[src/common/diw_pkg.sv]
package diw_pkg;

  // clock and strap detection timing
  localparam int CLK_MHZ = 100;
  localparam int STRAP_DRIVE_NS = 200;
  localparam int STRAP_SENSE_NS = 300;
  localparam int STRAP_DRIVE_CYC = (STRAP_DRIVE_NS * CLK_MHZ + 999) / 1000;
  localparam int STRAP_SENSE_CYC = (STRAP_SENSE_NS * CLK_MHZ + 999) / 1000;

  // strap states
  localparam logic [1:0] STRAP_LOW = 2'h0;
  localparam logic [1:0] STRAP_FLOAT = 2'h1;
  localparam logic [1:0] STRAP_HIGH = 2'h2;

  // slave addresses, index is high strap * 3 + low strap
  localparam logic [8:0][6:0] STRAP_ADDR_MAP = {7'h30, 7'h23, 7'h22, 7'h21, 7'h20, 7'h13, 7'h12, 7'h11, 7'h10};
  localparam logic [6:0] GLOBAL_ADDR = 7'h73;

  // transfer framing
  localparam logic [2:0] LAST_BIT = 3'h7;
  localparam logic [2:0] DATA_BYTES = 3'h3;

  // command nibble codes
  localparam logic [3:0] CMD_WRITE = 4'h0;
  localparam logic [3:0] CMD_UPDATE = 4'h1;
  localparam logic [3:0] CMD_WRITE_UPDATE = 4'h3;
  localparam logic [3:0] CMD_POWER_DOWN = 4'h4;
  localparam logic [3:0] CMD_REF_INT = 4'h6;
  localparam logic [3:0] CMD_REF_EXT = 4'h7;

  // power-on codes, left-aligned 16-bit words
  localparam logic [15:0] ZERO_SCALE_WORD = 16'h0000;
  localparam logic [15:0] MID_SCALE_WORD = 16'h8000;

  // register map, byte addresses
  localparam logic [7:0] REG_CTRL = 8'h00;
  localparam logic [7:0] REG_STATUS = 8'h04;
  localparam logic [7:0] REG_INPUT = 8'h08;
  localparam logic [7:0] REG_DAC = 8'h0c;
  localparam logic [7:0] REG_CMD = 8'h10;
  localparam logic CTRL_RESET = 1'h1;
  localparam int CTRL_EN_BIT = 0;
  localparam int ST_PD_BIT = 0;
  localparam int ST_REFI_BIT = 1;
  localparam int ST_BUSY_BIT = 2;
  localparam int ST_READY_BIT = 3;
  localparam int ST_ADDR_LSB = 8;
  localparam int CMD_COUNT_LSB = 8;
  localparam logic [1:0] RESP_OKAY = 2'h0;
  localparam logic [1:0] RESP_SLVERR = 2'h2;

  // filtered line levels and events
  typedef struct packed {
    logic scl;
    logic sda;
    logic scl_rise;
    logic scl_fall;
    logic start;
    logic stop;
  } diw_line_t;

  // converter controls
  typedef struct packed {
    logic [15:0] input_word;
    logic [15:0] dac_word;
    logic power_down;
    logic ref_internal;
  } diw_conv_t;

  // strap pair to slave address
  function automatic logic [6:0] strap_addr(input logic [1:0] hi, input logic [1:0] lo);
    logic [3:0] idx;
    idx = 4'({2'h0, hi} * 4'h3 + {2'h0, lo});
    return STRAP_ADDR_MAP[idx];
  endfunction : strap_addr

  // register address decode
  function automatic logic reg_mapped(input logic [7:0] a);
    return (a == REG_CTRL) || (a == REG_STATUS) || (a == REG_INPUT) || (a == REG_DAC) || (a == REG_CMD);
  endfunction : reg_mapped

endpackage : diw_pkg

[src/rtl/diw_pin_sync.sv]
`timescale 1ns/1ps
module diw_pin_sync #(
  parameter int WIDTH = 1,
  parameter logic [WIDTH-1:0] RESET_VAL = '1
) (
  // system
  input wire logic clock,
  input wire logic srst,
  // pins
  input wire logic [WIDTH-1:0] pin_in,
  // filtered levels
  output logic [WIDTH-1:0] filt_out
);

  logic [WIDTH-1:0] s1_reg;
  logic [WIDTH-1:0] s2_reg;
  logic [WIDTH-1:0] s3_reg;

  // three-stage synchroniser
  always_ff @(posedge clock) begin
    if (srst) begin
      s1_reg <= RESET_VAL;
      s2_reg <= RESET_VAL;
      s3_reg <= RESET_VAL;
    end else begin
      s1_reg <= pin_in;
      s2_reg <= s1_reg;
      s3_reg <= s2_reg;
    end
  end

  // level moves only when stages two and three agree
  always_ff @(posedge clock) begin
    if (srst) begin
      filt_out <= RESET_VAL;
    end else begin
      filt_out <= (s2_reg & s3_reg) | (filt_out & (s2_reg ^ s3_reg));
    end
  end

endmodule : diw_pin_sync

[src/rtl/diw_strap_detect.sv]
`timescale 1ns/1ps
module diw_strap_detect
  import diw_pkg::*;
#(
  parameter int PINS = 2
) (
  // system
  input wire logic clock,
  input wire logic srst,
  // strap pins
  input wire logic [PINS-1:0] pin_in,
  output logic [PINS-1:0] pin_out,
  output logic [PINS-1:0] pin_oe_n,
  // result
  output logic [PINS-1:0][1:0] strap,
  output logic done
);

  typedef enum logic [2:0] {PH_DRV_LO, PH_SNS_LO, PH_DRV_HI, PH_SNS_HI, PH_DONE} diw_phase_t;

  localparam logic [7:0] DRIVE_LAST = 8'(STRAP_DRIVE_CYC - 1);
  localparam logic [7:0] SENSE_LAST = 8'(STRAP_SENSE_CYC - 1);

  diw_phase_t phase_reg;
  logic [7:0] cnt_reg;
  logic [PINS-1:0] filt;
  logic [PINS-1:0] seen_lo_reg;
  logic sense_end;

  diw_pin_sync #(.WIDTH(PINS), .RESET_VAL({PINS{1'b0}})) u_sync (
    .clock(clock),
    .srst(srst),
    .pin_in(pin_in),
    .filt_out(filt)
  );

  assign sense_end = cnt_reg == SENSE_LAST;

  // drive low, release, drive high, release, then hold the result
  always_ff @(posedge clock) begin
    if (srst) begin
      phase_reg <= PH_DRV_LO;
      cnt_reg <= 8'h00;
    end else begin
      cnt_reg <= cnt_reg + 8'h01;
      case (phase_reg)
        PH_DRV_LO: if (cnt_reg == DRIVE_LAST) begin
          phase_reg <= PH_SNS_LO;
          cnt_reg <= 8'h00;
        end
        PH_SNS_LO: if (sense_end) begin
          phase_reg <= PH_DRV_HI;
          cnt_reg <= 8'h00;
        end
        PH_DRV_HI: if (cnt_reg == DRIVE_LAST) begin
          phase_reg <= PH_SNS_HI;
          cnt_reg <= 8'h00;
        end
        PH_SNS_HI: if (sense_end) begin
          phase_reg <= PH_DONE;
          cnt_reg <= 8'h00;
        end
        PH_DONE: cnt_reg <= 8'h00;
        default: phase_reg <= PH_DRV_LO;
      endcase
    end
  end

  // pin level left behind after a low drive
  always_ff @(posedge clock) begin
    if (srst) begin
      seen_lo_reg <= '0;
    end else if (phase_reg == PH_SNS_LO && sense_end) begin
      seen_lo_reg <= filt;
    end
  end

  // a pin that keeps whatever was last driven is floating
  always_ff @(posedge clock) begin
    if (srst) begin
      strap <= '0;
    end else if (phase_reg == PH_SNS_HI && sense_end) begin
      for (int i = 0; i < PINS; i++) begin
        if (seen_lo_reg[i] && filt[i]) strap[i] <= STRAP_HIGH;
        else if (!seen_lo_reg[i] && !filt[i]) strap[i] <= STRAP_LOW;
        else strap[i] <= STRAP_FLOAT;
      end
    end
  end

  // pins driven only in the drive phases
  assign pin_out = {PINS{phase_reg == PH_DRV_HI}};
  assign pin_oe_n = {PINS{!(phase_reg == PH_DRV_LO || phase_reg == PH_DRV_HI)}};
  assign done = phase_reg == PH_DONE;

endmodule : diw_strap_detect

[src/rtl/diw_write_slave.sv]
`timescale 1ns/1ps
module diw_write_slave
  import diw_pkg::*;
#(
  parameter int CODE_BITS = 12,
  parameter bit TWO_PINS = 1'b1,
  parameter bit MID_RESET = 1'b0
) (
  // system
  input wire logic clock,
  input wire logic srst,
  // serial bus
  input wire logic scl_in,
  input wire logic sda_in,
  output logic sda_out,
  output logic sda_oe_n,
  // address straps and reference default
  input wire logic addr_strap_low_in,
  output logic addr_strap_low_out,
  output logic addr_strap_low_oe_n,
  input wire logic addr_strap_high_in,
  output logic addr_strap_high_out,
  output logic addr_strap_high_oe_n,
  input wire logic ref_default_in,
  // axi4-lite write
  input wire logic [7:0] s_axi_awaddr,
  input wire logic s_axi_awvalid,
  output logic s_axi_awready,
  input wire logic [31:0] s_axi_wdata,
  input wire logic [3:0] s_axi_wstrb,
  input wire logic s_axi_wvalid,
  output logic s_axi_wready,
  output logic [1:0] s_axi_bresp,
  output logic s_axi_bvalid,
  input wire logic s_axi_bready,
  // axi4-lite read
  input wire logic [7:0] s_axi_araddr,
  input wire logic s_axi_arvalid,
  output logic s_axi_arready,
  output logic [31:0] s_axi_rdata,
  output logic [1:0] s_axi_rresp,
  output logic s_axi_rvalid,
  input wire logic s_axi_rready,
  // converter side
  output diw_conv_t conv
);

  typedef enum logic [2:0] {S_IDLE, S_ADDR, S_DATA, S_HOLD, S_ACK, S_IGNORE} diw_state_t;

  localparam logic [15:0] CODE_MASK = ~(16'hffff >> CODE_BITS);
  localparam logic [15:0] RESET_WORD = MID_RESET ? MID_SCALE_WORD : ZERO_SCALE_WORD;

  logic [2:0] filt;
  logic scl_prev_reg;
  logic sda_prev_reg;
  diw_line_t line;
  logic [1:0][1:0] strap;
  logic strap_done;
  logic init_done_reg;
  logic [6:0] own_addr;
  diw_state_t state_reg;
  logic [2:0] bit_cnt_reg;
  logic [2:0] byte_cnt_reg;
  logic in_addr_reg;
  logic ack_en_reg;
  logic [23:0] word_reg;
  logic [23:0] word_next;
  logic sda_oe_n_reg;
  logic exec_reg;
  logic [23:0] cmd_word_reg;
  logic [7:0] exec_count_reg;
  logic [15:0] code;
  logic [15:0] input_word_reg;
  logic [15:0] dac_word_reg;
  logic power_down_reg;
  logic ref_internal_reg;
  logic ctrl_reg;
  logic aw_held_reg;
  logic [7:0] aw_addr_reg;
  logic w_held_reg;
  logic [31:0] w_data_reg;
  logic [3:0] w_strb_reg;
  logic bvalid_reg;
  logic [1:0] bresp_reg;
  logic rvalid_reg;
  logic [31:0] rdata_reg;
  logic [1:0] rresp_reg;
  logic [31:0] rd_word;
  logic go;

  // scl, sda and reference default through the filter
  diw_pin_sync #(.WIDTH(3), .RESET_VAL(3'b111)) u_line_sync (
    .clock(clock),
    .srst(srst),
    .pin_in({ref_default_in, sda_in, scl_in}),
    .filt_out(filt)
  );

  // strap detection right after reset
  diw_strap_detect #(.PINS(2)) u_strap (
    .clock(clock),
    .srst(srst),
    .pin_in({addr_strap_high_in, addr_strap_low_in}),
    .pin_out({addr_strap_high_out, addr_strap_low_out}),
    .pin_oe_n({addr_strap_high_oe_n, addr_strap_low_oe_n}),
    .strap(strap),
    .done(strap_done)
  );

  // previous filtered levels
  always_ff @(posedge clock) begin
    if (srst) begin
      scl_prev_reg <= 1'b1;
      sda_prev_reg <= 1'b1;
    end else begin
      scl_prev_reg <= filt[0];
      sda_prev_reg <= filt[1];
    end
  end

  // bus events from filtered levels
  always_comb begin
    line.scl = filt[0];
    line.sda = filt[1];
    line.scl_rise = filt[0] && !scl_prev_reg;
    line.scl_fall = !filt[0] && scl_prev_reg;
    line.start = scl_prev_reg && filt[0] && sda_prev_reg && !filt[1];
    line.stop = scl_prev_reg && filt[0] && !sda_prev_reg && filt[1];
  end

  // own address, single-strap variant reads the high strap as low
  assign own_addr = strap_addr(TWO_PINS ? strap[1] : STRAP_LOW, strap[0]);
  assign word_next = {word_reg[22:0], line.sda};
  assign go = ctrl_reg && init_done_reg;

  // power-up phase ends when straps are known
  always_ff @(posedge clock) begin
    if (srst) begin
      init_done_reg <= 1'b0;
    end else if (strap_done) begin
      init_done_reg <= 1'b1;
    end
  end

  // serial receive state machine
  always_ff @(posedge clock) begin
    if (srst) begin
      state_reg <= S_IDLE;
      bit_cnt_reg <= 3'h0;
      byte_cnt_reg <= 3'h0;
      in_addr_reg <= 1'b0;
      ack_en_reg <= 1'b0;
      word_reg <= 24'h000000;
      sda_oe_n_reg <= 1'b1;
      exec_reg <= 1'b0;
      cmd_word_reg <= 24'h000000;
    end else begin
      exec_reg <= 1'b0;
      if (line.stop || !go) begin
        state_reg <= S_IDLE;
        sda_oe_n_reg <= 1'b1;
      end else if (line.start) begin
        state_reg <= S_ADDR;
        bit_cnt_reg <= 3'h0;
        byte_cnt_reg <= 3'h0;
        in_addr_reg <= 1'b1;
        sda_oe_n_reg <= 1'b1;
      end else begin
        case (state_reg)
          S_ADDR, S_DATA: if (line.scl_rise) begin
            word_reg <= word_next;
            bit_cnt_reg <= bit_cnt_reg + 3'h1;
            if (bit_cnt_reg == LAST_BIT) begin
              state_reg <= S_HOLD;
              if (in_addr_reg) begin
                // write direction to own or global address only
                ack_en_reg <= (word_next[7:1] == own_addr || word_next[7:1] == GLOBAL_ADDR)
                  && !word_next[0];
              end else begin
                ack_en_reg <= byte_cnt_reg < DATA_BYTES;
                if (byte_cnt_reg != 3'h4) byte_cnt_reg <= byte_cnt_reg + 3'h1;
                if (byte_cnt_reg == DATA_BYTES - 3'h1) begin
                  exec_reg <= 1'b1;
                  cmd_word_reg <= word_next;
                end
              end
            end
          end
          S_HOLD: if (line.scl_fall) begin
            state_reg <= S_ACK;
            sda_oe_n_reg <= !ack_en_reg;
          end
          S_ACK: if (line.scl_fall) begin
            sda_oe_n_reg <= 1'b1;
            state_reg <= (in_addr_reg && !ack_en_reg) ? S_IGNORE : S_DATA;
            in_addr_reg <= 1'b0;
            bit_cnt_reg <= 3'h0;
          end
          S_IDLE, S_IGNORE: state_reg <= state_reg;
          default: state_reg <= S_IDLE;
        endcase
      end
    end
  end

  // code field, msb first, trailing bits dropped
  assign code = cmd_word_reg[15:0] & CODE_MASK;

  // command execution and power-on defaults
  always_ff @(posedge clock) begin
    if (srst) begin
      input_word_reg <= RESET_WORD;
      dac_word_reg <= RESET_WORD;
      power_down_reg <= 1'b0;
      ref_internal_reg <= 1'b1;
      exec_count_reg <= 8'h00;
    end else if (strap_done && !init_done_reg) begin
      ref_internal_reg <= MID_RESET ? filt[2] : 1'b1;
    end else if (exec_reg) begin
      exec_count_reg <= exec_count_reg + 8'h01;
      case (cmd_word_reg[23:20])
        CMD_WRITE: input_word_reg <= code;
        CMD_UPDATE: begin
          dac_word_reg <= input_word_reg;
          power_down_reg <= 1'b0;
        end
        CMD_WRITE_UPDATE: begin
          input_word_reg <= code;
          dac_word_reg <= code;
          power_down_reg <= 1'b0;
        end
        CMD_POWER_DOWN: power_down_reg <= 1'b1;
        CMD_REF_INT: ref_internal_reg <= 1'b1;
        CMD_REF_EXT: ref_internal_reg <= 1'b0;
        default: power_down_reg <= power_down_reg;
      endcase
    end
  end

  // receiver never drives a one
  assign sda_out = 1'b0;
  assign sda_oe_n = sda_oe_n_reg;
  assign conv = '{input_word: input_word_reg, dac_word: dac_word_reg,
                  power_down: power_down_reg, ref_internal: ref_internal_reg};

  // axi write channels, address and data in either order
  assign s_axi_awready = !aw_held_reg && !bvalid_reg;
  assign s_axi_wready = !w_held_reg && !bvalid_reg;
  always_ff @(posedge clock) begin
    if (srst) begin
      aw_held_reg <= 1'b0;
      aw_addr_reg <= 8'h00;
      w_held_reg <= 1'b0;
      w_data_reg <= 32'h00000000;
      w_strb_reg <= 4'h0;
      bvalid_reg <= 1'b0;
      bresp_reg <= RESP_OKAY;
      ctrl_reg <= CTRL_RESET;
    end else begin
      if (s_axi_awvalid && s_axi_awready) begin
        aw_held_reg <= 1'b1;
        aw_addr_reg <= s_axi_awaddr;
      end
      if (s_axi_wvalid && s_axi_wready) begin
        w_held_reg <= 1'b1;
        w_data_reg <= s_axi_wdata;
        w_strb_reg <= s_axi_wstrb;
      end
      if (aw_held_reg && w_held_reg && !bvalid_reg) begin
        aw_held_reg <= 1'b0;
        w_held_reg <= 1'b0;
        bvalid_reg <= 1'b1;
        bresp_reg <= reg_mapped(aw_addr_reg) ? RESP_OKAY : RESP_SLVERR;
        if (aw_addr_reg == REG_CTRL && w_strb_reg[0]) ctrl_reg <= w_data_reg[CTRL_EN_BIT];
      end else if (bvalid_reg && s_axi_bready) begin
        bvalid_reg <= 1'b0;
      end
    end
  end
  assign s_axi_bvalid = bvalid_reg;
  assign s_axi_bresp = bresp_reg;

  // read word select
  always_comb begin
    rd_word = 32'h00000000;
    case (s_axi_araddr)
      REG_CTRL: rd_word[CTRL_EN_BIT] = ctrl_reg;
      REG_STATUS: begin
        rd_word[ST_PD_BIT] = power_down_reg;
        rd_word[ST_REFI_BIT] = ref_internal_reg;
        rd_word[ST_BUSY_BIT] = state_reg != S_IDLE;
        rd_word[ST_READY_BIT] = init_done_reg;
        rd_word[ST_ADDR_LSB +: 7] = own_addr;
      end
      REG_INPUT: rd_word[15:0] = input_word_reg;
      REG_DAC: rd_word[15:0] = dac_word_reg;
      REG_CMD: begin
        rd_word[3:0] = cmd_word_reg[23:20];
        rd_word[CMD_COUNT_LSB +: 8] = exec_count_reg;
      end
      default: rd_word = 32'h00000000;
    endcase
  end

  // axi read channel, answer one cycle after the address
  assign s_axi_arready = !rvalid_reg;
  always_ff @(posedge clock) begin
    if (srst) begin
      rvalid_reg <= 1'b0;
      rdata_reg <= 32'h00000000;
      rresp_reg <= RESP_OKAY;
    end else if (s_axi_arvalid && s_axi_arready) begin
      rvalid_reg <= 1'b1;
      rdata_reg <= rd_word;
      rresp_reg <= reg_mapped(s_axi_araddr) ? RESP_OKAY : RESP_SLVERR;
    end else if (rvalid_reg && s_axi_rready) begin
      rvalid_reg <= 1'b0;
    end
  end
  assign s_axi_rvalid = rvalid_reg;
  assign s_axi_rdata = rdata_reg;
  assign s_axi_rresp = rresp_reg;
endmodule : diw_write_slave

[config.mk]
export PLATFORM = sky130hd
export DESIGN_NAME = diw_write_slave
export DESIGN_NICKNAME = d
export VERILOG_FILES = /design/src/common/diw_pkg.sv /design/src/rtl/diw_pin_sync.sv /design/src/rtl/diw_strap_detect.sv /design/src/rtl/diw_write_slave.sv
export SDC_FILE = /design/constraint.sdc
export NUM_CORES = 1
export LEC_CHECK = 0
export BUFFER_PORTS_ARGS = -buffer_cell sky130_fd_sc_hd__buf_2
export CAP_MARGIN = 20
export CORE_AREA = 4 4 130 132
export DETAILED_ROUTE_END_ITERATION = 8
export DIE_AREA = 0 0 134 136
export PLACE_DENSITY = 0.7
export SYNTH_ARGS = -nofsm -noshare
export SYNTH_HDL_FRONTEND = slang
export SYNTH_SLANG_ARGS = --single-unit
export TNS_END_PERCENT = 30
[constraint.sdc]
create_clock -name clock -period 2.5 [get_ports clock]
set_input_delay 0.5 -clock clock [delete_from_list [all_inputs] [get_ports clock]]
set_output_delay 0.5 -clock clock [all_outputs]
set_load 0.03 [all_outputs]
; Word-level counts from Yosys, hierarchy flattened
; Memory sizes are Yosys's and may differ from the RTL's.
; Cells that the tools add are included.
[totals]
register_bits = 173
mem_bits_ro = 112
out_inout_bits = 81
wordCells = 263
n_memories = 1
[memory_table]
columns = name, words, width, read_ports, rd_clocked_by_memory_dff, wr, line_no
row1 = (name not given), 16, 7, 1, 0, 0, diw_pkg.sv:74  ; return STRAP_ADDR_MAP[idx];
[classes]
n_addsub = 5
n_mul = 1
n_lt_le_gt_ge = 2
eq_ne = 43
muxes = 52
bitwise = 17
reduce_logical = 100
[op_table]
columns = op, count
row1 = $mux 3, 18
row2 = $eq 8x4->1 const B, 4
row3 = $eq 8x5->1 const B, 4
row4 = $pmux 16 s2, 1
row5 = $pmux 7 s4, 1
row6 = $logic_and 1x1->1, 27
row7 = $pmux 8 s3, 1
row8 = $reduce_bool 2->1, 12
row9 = $reduce_and 5->1, 4
row10 = $reduce_or 2->1, 9
row11 = $add 8x1->8 const B, 2
row12 = $eq 8x3->1 const B, 2
row13 = $logic_not 1->1, 16
row14 = $logic_not 8->1, 2
row15 = $mux 8, 2
row16 = $eq 3x2->1 const B, 5
row17 = $ne 3x3->1 const B, 5
row18 = $pmux 3 s5, 1
row19 = $reduce_and 3->1, 5
row20 = $mux 1, 14
row21 = $eq 3x3->1 const B, 4
row22 = $eq 4x3->1 const B, 3
row23 = $ne 2x2->1 const B, 6
row24 = $pmux 3 s4, 1
row25 = 36 further kinds, 71

; Longest topological paths before layout
; Gate-level depths: netlist of the first run.
[depth]
word_depth = 8
mapped_depth = 9
ltp_nobuf = 9

; Modules after synthesis
; A second synthesis of the first run with hierarchy kept.
[unflattened]
cells_unflattened = 762
area_unflattened_um2 = 7146.9
[modules_own_cells]
columns = mod, n_inst, cells_per_inst, area_each_um2, seq_area_each_um2
row1 = diw_write_slave, 1, 622, 5689.2, 2442.3
row2 = diw_strap_detect, 1, 92, 844.6, 340.3
row3 = diw_pin_sync (u_line_sync), 1, 28, 372.9, 240.2
row4 = diw_pin_sync (u_strap.u_sync), 1, 20, 240.2, 160.2

; Worst setup path after synthesis of the first run
; Ideal clock, no wire load.
[synth_timing]
path_type = reg-to-reg
startpoint = reg u_strap.strap[1] (netlist name)
endpoint = reg ack_en_reg
setup_ns = 0.137
arrival_time_ns = 2.526
slack_ns = -0.162
stages_incl_launch_ff = 10
n_path_buf = 0
cell_sequence = dfxtp_1 -> fa_1 -> ha_1 -> inv_1 -> fa_1 -> nand2b_1 -> nor4_1 -> or4_1 -> a32oi_1 -> a211oi_1
[synth_between]
elab_chain_cells = 7
[synth_lines]
columns = element, line_no
row1 = from (decl), diw_strap_detect.sv:15  ; output logic [PINS-1:0][1:0] strap,
row2 = from (signal assigned), diw_strap_detect.sv:81  ; strap <= '0;
row3 = "from (signal, indexed assignment)", diw_strap_detect.sv:84  ; if (seen_lo_reg[i] && filt[i]) strap[i] <= STRAP_HIGH;
row4 = "from (signal, indexed assignment)", diw_strap_detect.sv:85  ; else if (!seen_lo_reg[i] && !filt[i]) strap[i] <= STRAP_LOW;
row5 = $add 4x2->4, diw_pkg.sv:73  ; idx = 4'({2'h0, hi} * 4'h3 + {2'h0, lo});
row6 = $mem_v2 16x7, n/a
row7 = $mux 7 (implied by the code), diw_pkg.sv:74
row8 = $eq 7x7->1, diw_write_slave.sv:177  ; ack_en_reg <= (word_next[7:1] == own_addr || word_next[7:1] == GLOBAL_ADDR)
row9 = $logic_or 1x1->1, diw_write_slave.sv:177
row10 = $logic_and 1x1->1, diw_write_slave.sv:178  ; && !word_next[0];
row11 = $mux 1, diw_write_slave.sv:175  ; if (in_addr_reg) begin
row12 = to (signal assigned), diw_write_slave.sv:177
row13 = to (signal assigned), diw_write_slave.sv:180  ; ack_en_reg <= byte_cnt_reg < DATA_BYTES;
row14 = to (decl), diw_write_slave.sv:65  ; logic ack_en_reg;
; No other way between the ends. The select of a mux whose other input is x is not followed.
; A chain may end at the register's enable or synchronous reset.

; Final worst setup path of the first run
; Ends and elaborated chain as after synthesis.

==> qor.csv, run 1 <==
metric,value,unit
initial antenna violation count,0,
maximum single-stage delay on the critical path,570,ps
top cell type's share of synthesized area,0.447,
CTS tree,built,
antenna violation net count after detailed routing,0,
multi-input logic area,3420,um2
setup TNS,-252,ps
setup clock skew after layout,6.18,ps
vias in the first global route,5064,
TritonCTS sink count,155,
post-route total power,5.38,mW
Die ar.,18200,um2
clock edge transition at the registers on the reported setup and hold paths,60,ps
pin count of the biggest net entering global routing,50,
largest area contributor in the synthesized netlist,dfxtp_1,
final routed wirelength across all metal layers,15100,um
effective utilization at floorplan,0.441,
headroom to the max-slew limit,0.479,
I/O pin total,145,
placed wire-length estimate,10500,um
Tot GR Track Use,0.168,
total power per unit cell area,674,nW/um2
final standard cell count with taps included and fillers excluded,1076,
DRC violation count after routing,0,
gr ovfl total,0,
die width,134,um
dominant cells by area after synthesis,"dfxtp_1, mux2i_1, nor2_1",
Leak Pwr,3.39,nW
CP required,2770,ps
ordered list of cells on the worst path,fa_1 > ha_1 > inv_1 > fa_2 > nand2b_4 > nor4_1 > or4_1 > a32oi_1 > a211oi_1,
crit path max-delay cell type,fa_2,
CORE AREA,15700,um2
# port buffers,82,
final cycle utilization of the critical path,1.10,
number of buffers added by the clock tree synthesis step,17,
count of different cell masters after synthesis,64,
setup repair after global routing missed its margin,yes,
worst vdd rail ir drop,0.432,mV
routed wire length per instance,14.1,um
post-CTS setup buffers,0,
utilization of the core after routing,0.508,
Worst setup EP type,register,
routed vias/inst,5.09,
CTS Hold Bufs,0,
clock period minus final worst setup slack,2750,ps
weighted congestion at the end of routability-driven global placement,0.800,
final design instance area without fill,7980,um2
Final Hold Violating Endpoints,0,
clock tree root driver cell,clkbuf_16,
Arrival @ worst endpoint,3030,ps
Yosys warning count,0,
number of flip-flops in the largest register,23,
Synth Register Bits,155,
path category of the worst min-delay check,input port to register,
register cell area after layout,3100,um2
most instantiated flip-flop cell in the synthesis netlist,dfxtp_1,
wire length of the first global-routing pass,24900,um
violations in the final reports,setup timing,
insertion delay of the later-clocked pin in the worst-skew pair,410,ps
first-pass iteration count of the detailed router,5,
type of element launching the critical path,register,
async set-or-reset flop fraction in the synthesized netlist,0,
average cell area after synthesis,8.89,um2
overall die height,136,um
number of DRC violations after detailed-routing iteration 0,319,
leading cell type by number of instances after synthesis,dfxtp_1,
H-tree depth,4,
status,"complete, but fails checks",
critical path type,register to register,
Inserted Diodes,0,
instance count after placement with tap cells included,1046,
Worst-Margin Slew,782,ps
number of enable flip-flop cells after synthesis,0,
Cells after Synth,780,
fraction of final layout cells with drive strength greater than 1,0.180,
synth cell count leaders,"dfxtp_1, nor2_1, nand2_1",
# fillers,1505,
top fanout value on the critical path,4,
number of setup violations in the final report,1,
post-placement cell area,7370,um2
post-synthesis sequential area ratio,0.447,
Final Net Count,931,
Max Clk Rate,363,MHz
number of buffers on the longest clock path,2,
final setup margin,-252,ps
synthesis-to-finish area growth,15.0,%
row count,46,
vias after detailed routing,5474,
Post-Syn Area,6940,um2
final count of pins violating max slew,0,
Max Cap Viol,0,
WHS,264,ps
dpl ws,-261,ps
path summary, 6_finish.rpt:
check / slack (ps) / cells past startpoint / to / start
min: 260 / 2 / u_line_sync.s1_reg[1]$_SDFF_PP1_ / sda_in
min reg2reg: 410 / 1 / u_line_sync.s2_reg[0]$_SDFF_PP1_ / u_line_sync.s1_reg[0]$_SDFF_PP1_
max: -250 / 9 / ack_en_reg$_SDFFE_PP0P_ / u_strap.strap[1]$_SDFFE_PP0P_
max reg2reg: -250 / 9 / ack_en_reg$_SDFFE_PP0P_ / u_strap.strap[1]$_SDFFE_PP0P_
cells by family (layout without fill, tap and decap cells):
kind of cell / Yosys count / count (layout) / synth area share
and+or+nand+nor: 314 / 314 / 0.220
DFF: 155 / 155 / 0.447
AOI/OAI and AO/OA: 123 / 123 / 0.106
buffers and inverters: 87 / 141 / 0.0745
muxes: 63 / 63 / 0.0916
xor gates and xnor gates: 19 / 19 / 0.0251
adders and majority gates: 18 / 18 / 0.0346
other: 1 / 27 / 0.000541
cells in the final DEF (no fill, tap or decap), types with 5 or more instances in the layout:
cell type,Yosys,layout
ha_1,16,16
nand2_1,86,86
nand3_1,18,18
mux2i_1,59,59
nor2b_1,13,13
conb_1,1,27
nand2b_1,14,13
buf_2,10,81
nand4_1,8,8
nor3b_1,6,6
o21ai_0,14,14
xor2_1,12,12
dfxtp_1,155,154
nor3_1,8,8
or2_2,9,9
xnor2_1,6,6
inv_1,12,12
a32oi_1,6,6
a21oi_1,63,63
o22ai_1,5,5
nor2_1,116,116
a22oi_1,14,14
clkbuf_16,0,17
buf_4,35,18
worst max-delay path: cells and delay by family (launching register included):
kind | cells | cell delay [ps]
buffers and inverters | 1 | 50
AND/OR/NAND/NOR | 3 | 690
AO/OA/AOI/OAI | 2 | 300
flip-flops | 1 | 320
adder cells (fa/ha/maj) | 3 | 1260
where the power goes:
group,internal [mW],switching (mW)
clock,1.63,0.948
combinational,0.0761,0.194
sequential,2.50,0.0239
per-layer routing:
layer,track usage,routed length [um],share of wire
met1,0.218,7100,0.47
met5,0,0,0
met3,0.0429,694,0.046
met2,0.274,7130,0.47
met4,0.0543,222,0.015
what timing repair did:
| item | in CTS | in global routing |
|---|---|---|
| pin swaps | 0 | 2 |
| setup endpoints to repair | 1 | 3 |
| resized for setup | 2 | 0 |
| gates cloned | 0 | 0 |
layout make-up:
cell class	instances	area share
Tap cell	216	0.0339
Clock buffer	22	0.0595
Multi-Input combinational cell	564	0.429
Timing Repair Buffer	99	0.0678
Clock inverter	8	0.0147
Sequential cell	155	0.389
Inverter	12	0.00565
Power figures use the tool's default switching activity.
==> inputs of run 2 (changes only) <==
- GPL_ROUTABILITY_DRIVEN: not set -> 0
- PLACE_DENSITY: 0.7 -> 0.67
- clock period: 2.5 -> 3.3 ns (I/O delays scaled with it)
==> qor.csv, run 2 (synthesis results as in run 1) <==
metric,value,unit
CTS Hold Bufs,0,
Worst setup startpoint,u_strap.strap[1]$_SDFFE_PP0P_,
final design instance area without fill,7920,um2
path category of the worst min-delay check,register to register,
Final Net Count,921,
total power per unit cell area,524,nW/um2
Worst-Margin Slew,848,ps
final cycle utilization of the critical path,0.858,
# port buffers,82,
post-CTS setup buffers,0,
number of buffers added by the clock tree synthesis step,17,
clock period minus final worst setup slack,2830,ps
Worst Reg-to-Reg Cells,9,
setup repair after global routing missed its margin,no,
routed vias/inst,4.99,
TritonCTS sink count,155,
CP required,3580,ps
critical path type,register to register,
DRC violation count after routing,0,
critical path endpoint,ack_en_reg$_SDFFE_PP0P_,
antenna violation net count after detailed routing,0,
setup clock skew after layout,3.76,ps
routed wire length per instance,13.8,um
pin count of the biggest net entering global routing,60,
register cell area after layout,3100,um2
Max Clk Rate,353,MHz
CORE AREA,15700,um2
row count,46,
Tot GR Track Use,0.163,
Leak Pwr,3.33,nW
number of flip-flops in the largest register,23,
multi-input logic area,3410,um2
post-placement cell area,7300,um2
register-to-register setup slack,470,ps
number of buffers on the longest clock path,2,
worst vdd rail ir drop,0.360,mV
headroom to the max-slew limit,0.434,
number of setup violations in the final report,0,
Die ar.,18200,um2
most frequent cells in the layout,"dfxtp_1, nor2_1, nand2_1",
final routed wirelength across all metal layers,14800,um
final count of pins violating max slew,0,
worst reg2reg path startpoint,u_strap.strap[1]$_SDFFE_PP0P_,
quantity of gates resized following cts,0,
# fillers,1535,
status,finished clean,
vias after detailed routing,5329,
utilization of the core after routing,0.504,
"most common cell after layout, fill and taps aside",dfxtp_1,
synthesis-to-finish area growth,14.1,%
type of element launching the critical path,register,
Arrival @ worst endpoint,3110,ps
post-route total power,4.14,mW
Inserted Diodes,0,
setup TNS,0,ps
initial antenna violation count,0,
top fanout value on the critical path,6,
terminus of the critical flop-to-flop path,ack_en_reg$_SDFFE_PP0P_,
Max Cap Viol,0,
clock edge transition at the registers on the reported setup and hold paths,60,ps
CTS tree,built,
clock tree root driver cell,clkbuf_16,
overall die height,136,um
placed wire-length estimate,10300,um
die width,134,um
H-tree depth,4,
gr ovfl total,0,
I/O pin total,145,
fraction of final layout cells with drive strength greater than 1,0.168,
Final Hold Violating Endpoints,0,
Worst setup EP type,register,
first-pass iteration count of the detailed router,4,
wire length of the first global-routing pass,24100,um
effective utilization at floorplan,0.441,
insertion delay of the later-clocked pin in the worst-skew pair,410,ps
number of DRC violations after detailed-routing iteration 0,254,
vias in the first global route,4901,
-- run 2: cell types whose count changed in the layout (fill, tap and decap cells not counted) --
cell | before | now
bufinv_16 | 3 | 4
clkinv_2 | 4 | 3
nand2b_4 | 1 | 0
fa_2 | 1 | 0
clkbuf_8 | 3 | 1
clkinv_4 | 0 | 1
nand2b_1 | 13 | 14
clkbuf_1 | 2 | 3
clkinvlp_4 | 1 | 2
inv_6 | 0 | 1
buf_4 | 18 | 8
dfxtp_2 | 1 | 0
dfxtp_1 | 154 | 155
fa_1 | 1 | 2
-- run 2: worst min-delay path by stage --
stage | startpoint | cells after the start | slack [ps] | end
4_1_cts | sda_in | 2 | 400 | u_line_sync.s1_reg[1]$_SDFF_PP1_
2_1_floorplan | u_line_sync.s1_reg[0]$_SDFF_PP1_ | 1 | 390 | u_line_sync.s2_reg[0]$_SDFF_PP1_
3_5_place_dp | u_line_sync.s1_reg[0]$_SDFF_PP1_ | 1 | 400 | u_line_sync.s2_reg[0]$_SDFF_PP1_
3_3_place_gp | u_line_sync.s1_reg[0]$_SDFF_PP1_ | 1 | 400 | u_line_sync.s2_reg[0]$_SDFF_PP1_
6_report | u_line_sync.s1_reg[0]$_SDFF_PP1_ | 1 | 410 | u_line_sync.s2_reg[0]$_SDFF_PP1_
5_1_grt | sda_in | 2 | 410 | u_line_sync.s1_reg[1]$_SDFF_PP1_
-- run 2: cell type report --
cell class                 count  share of cell area
clock buffer                  21              0.0569
clock inverter                11              0.0212
inverter                      12             0.00569
multi-input combinational    564               0.431
sequential                   155               0.392
tap                          216              0.0341
timing repair buffer          89              0.0588
-- run 2: worst max-delay path, cell delays in order, from the launching register on --
cell and delay [ps]:
dfxtp_1 330, fa_1 540, ha_1 140, inv_1 50, fa_1 600, nand2b_1 170
nor4_1 50, or4_1 510, a32oi_1 210, a211oi_1 90
-- run 2: metrics by stage --
step | setup slack, ps | instances | hold WS, ps
4_1_cts | 451 | 1068 | 402
3_3_place_gp | 485 | 1036 | 397
2_1_floorplan | 638 | 806 | 389
3_5_place_dp | 466 | 1036 | 398
5_1_grt | 319 | 1068 | 406
6_report | 467 | 1068 | 410
-- run 2: per-layer routing --
layer / GRT usage / vias up / wire length [um]
li1: - / 2744 / -
met5: 0 / - / 0
met4: 0.0509 / 0 / 177
met3: 0.0407 / 15 / 712
met1: 0.221 / 2450 / 7070
met2: 0.256 / 120 / 6800
-- run 2: power by group --
group          internal, mW  switching (mW)  total [mW]
clock                  1.29           0.742        2.03
combinational        0.0566           0.145       0.202
sequential             1.90          0.0182        1.92
total                  3.24           0.905        4.14
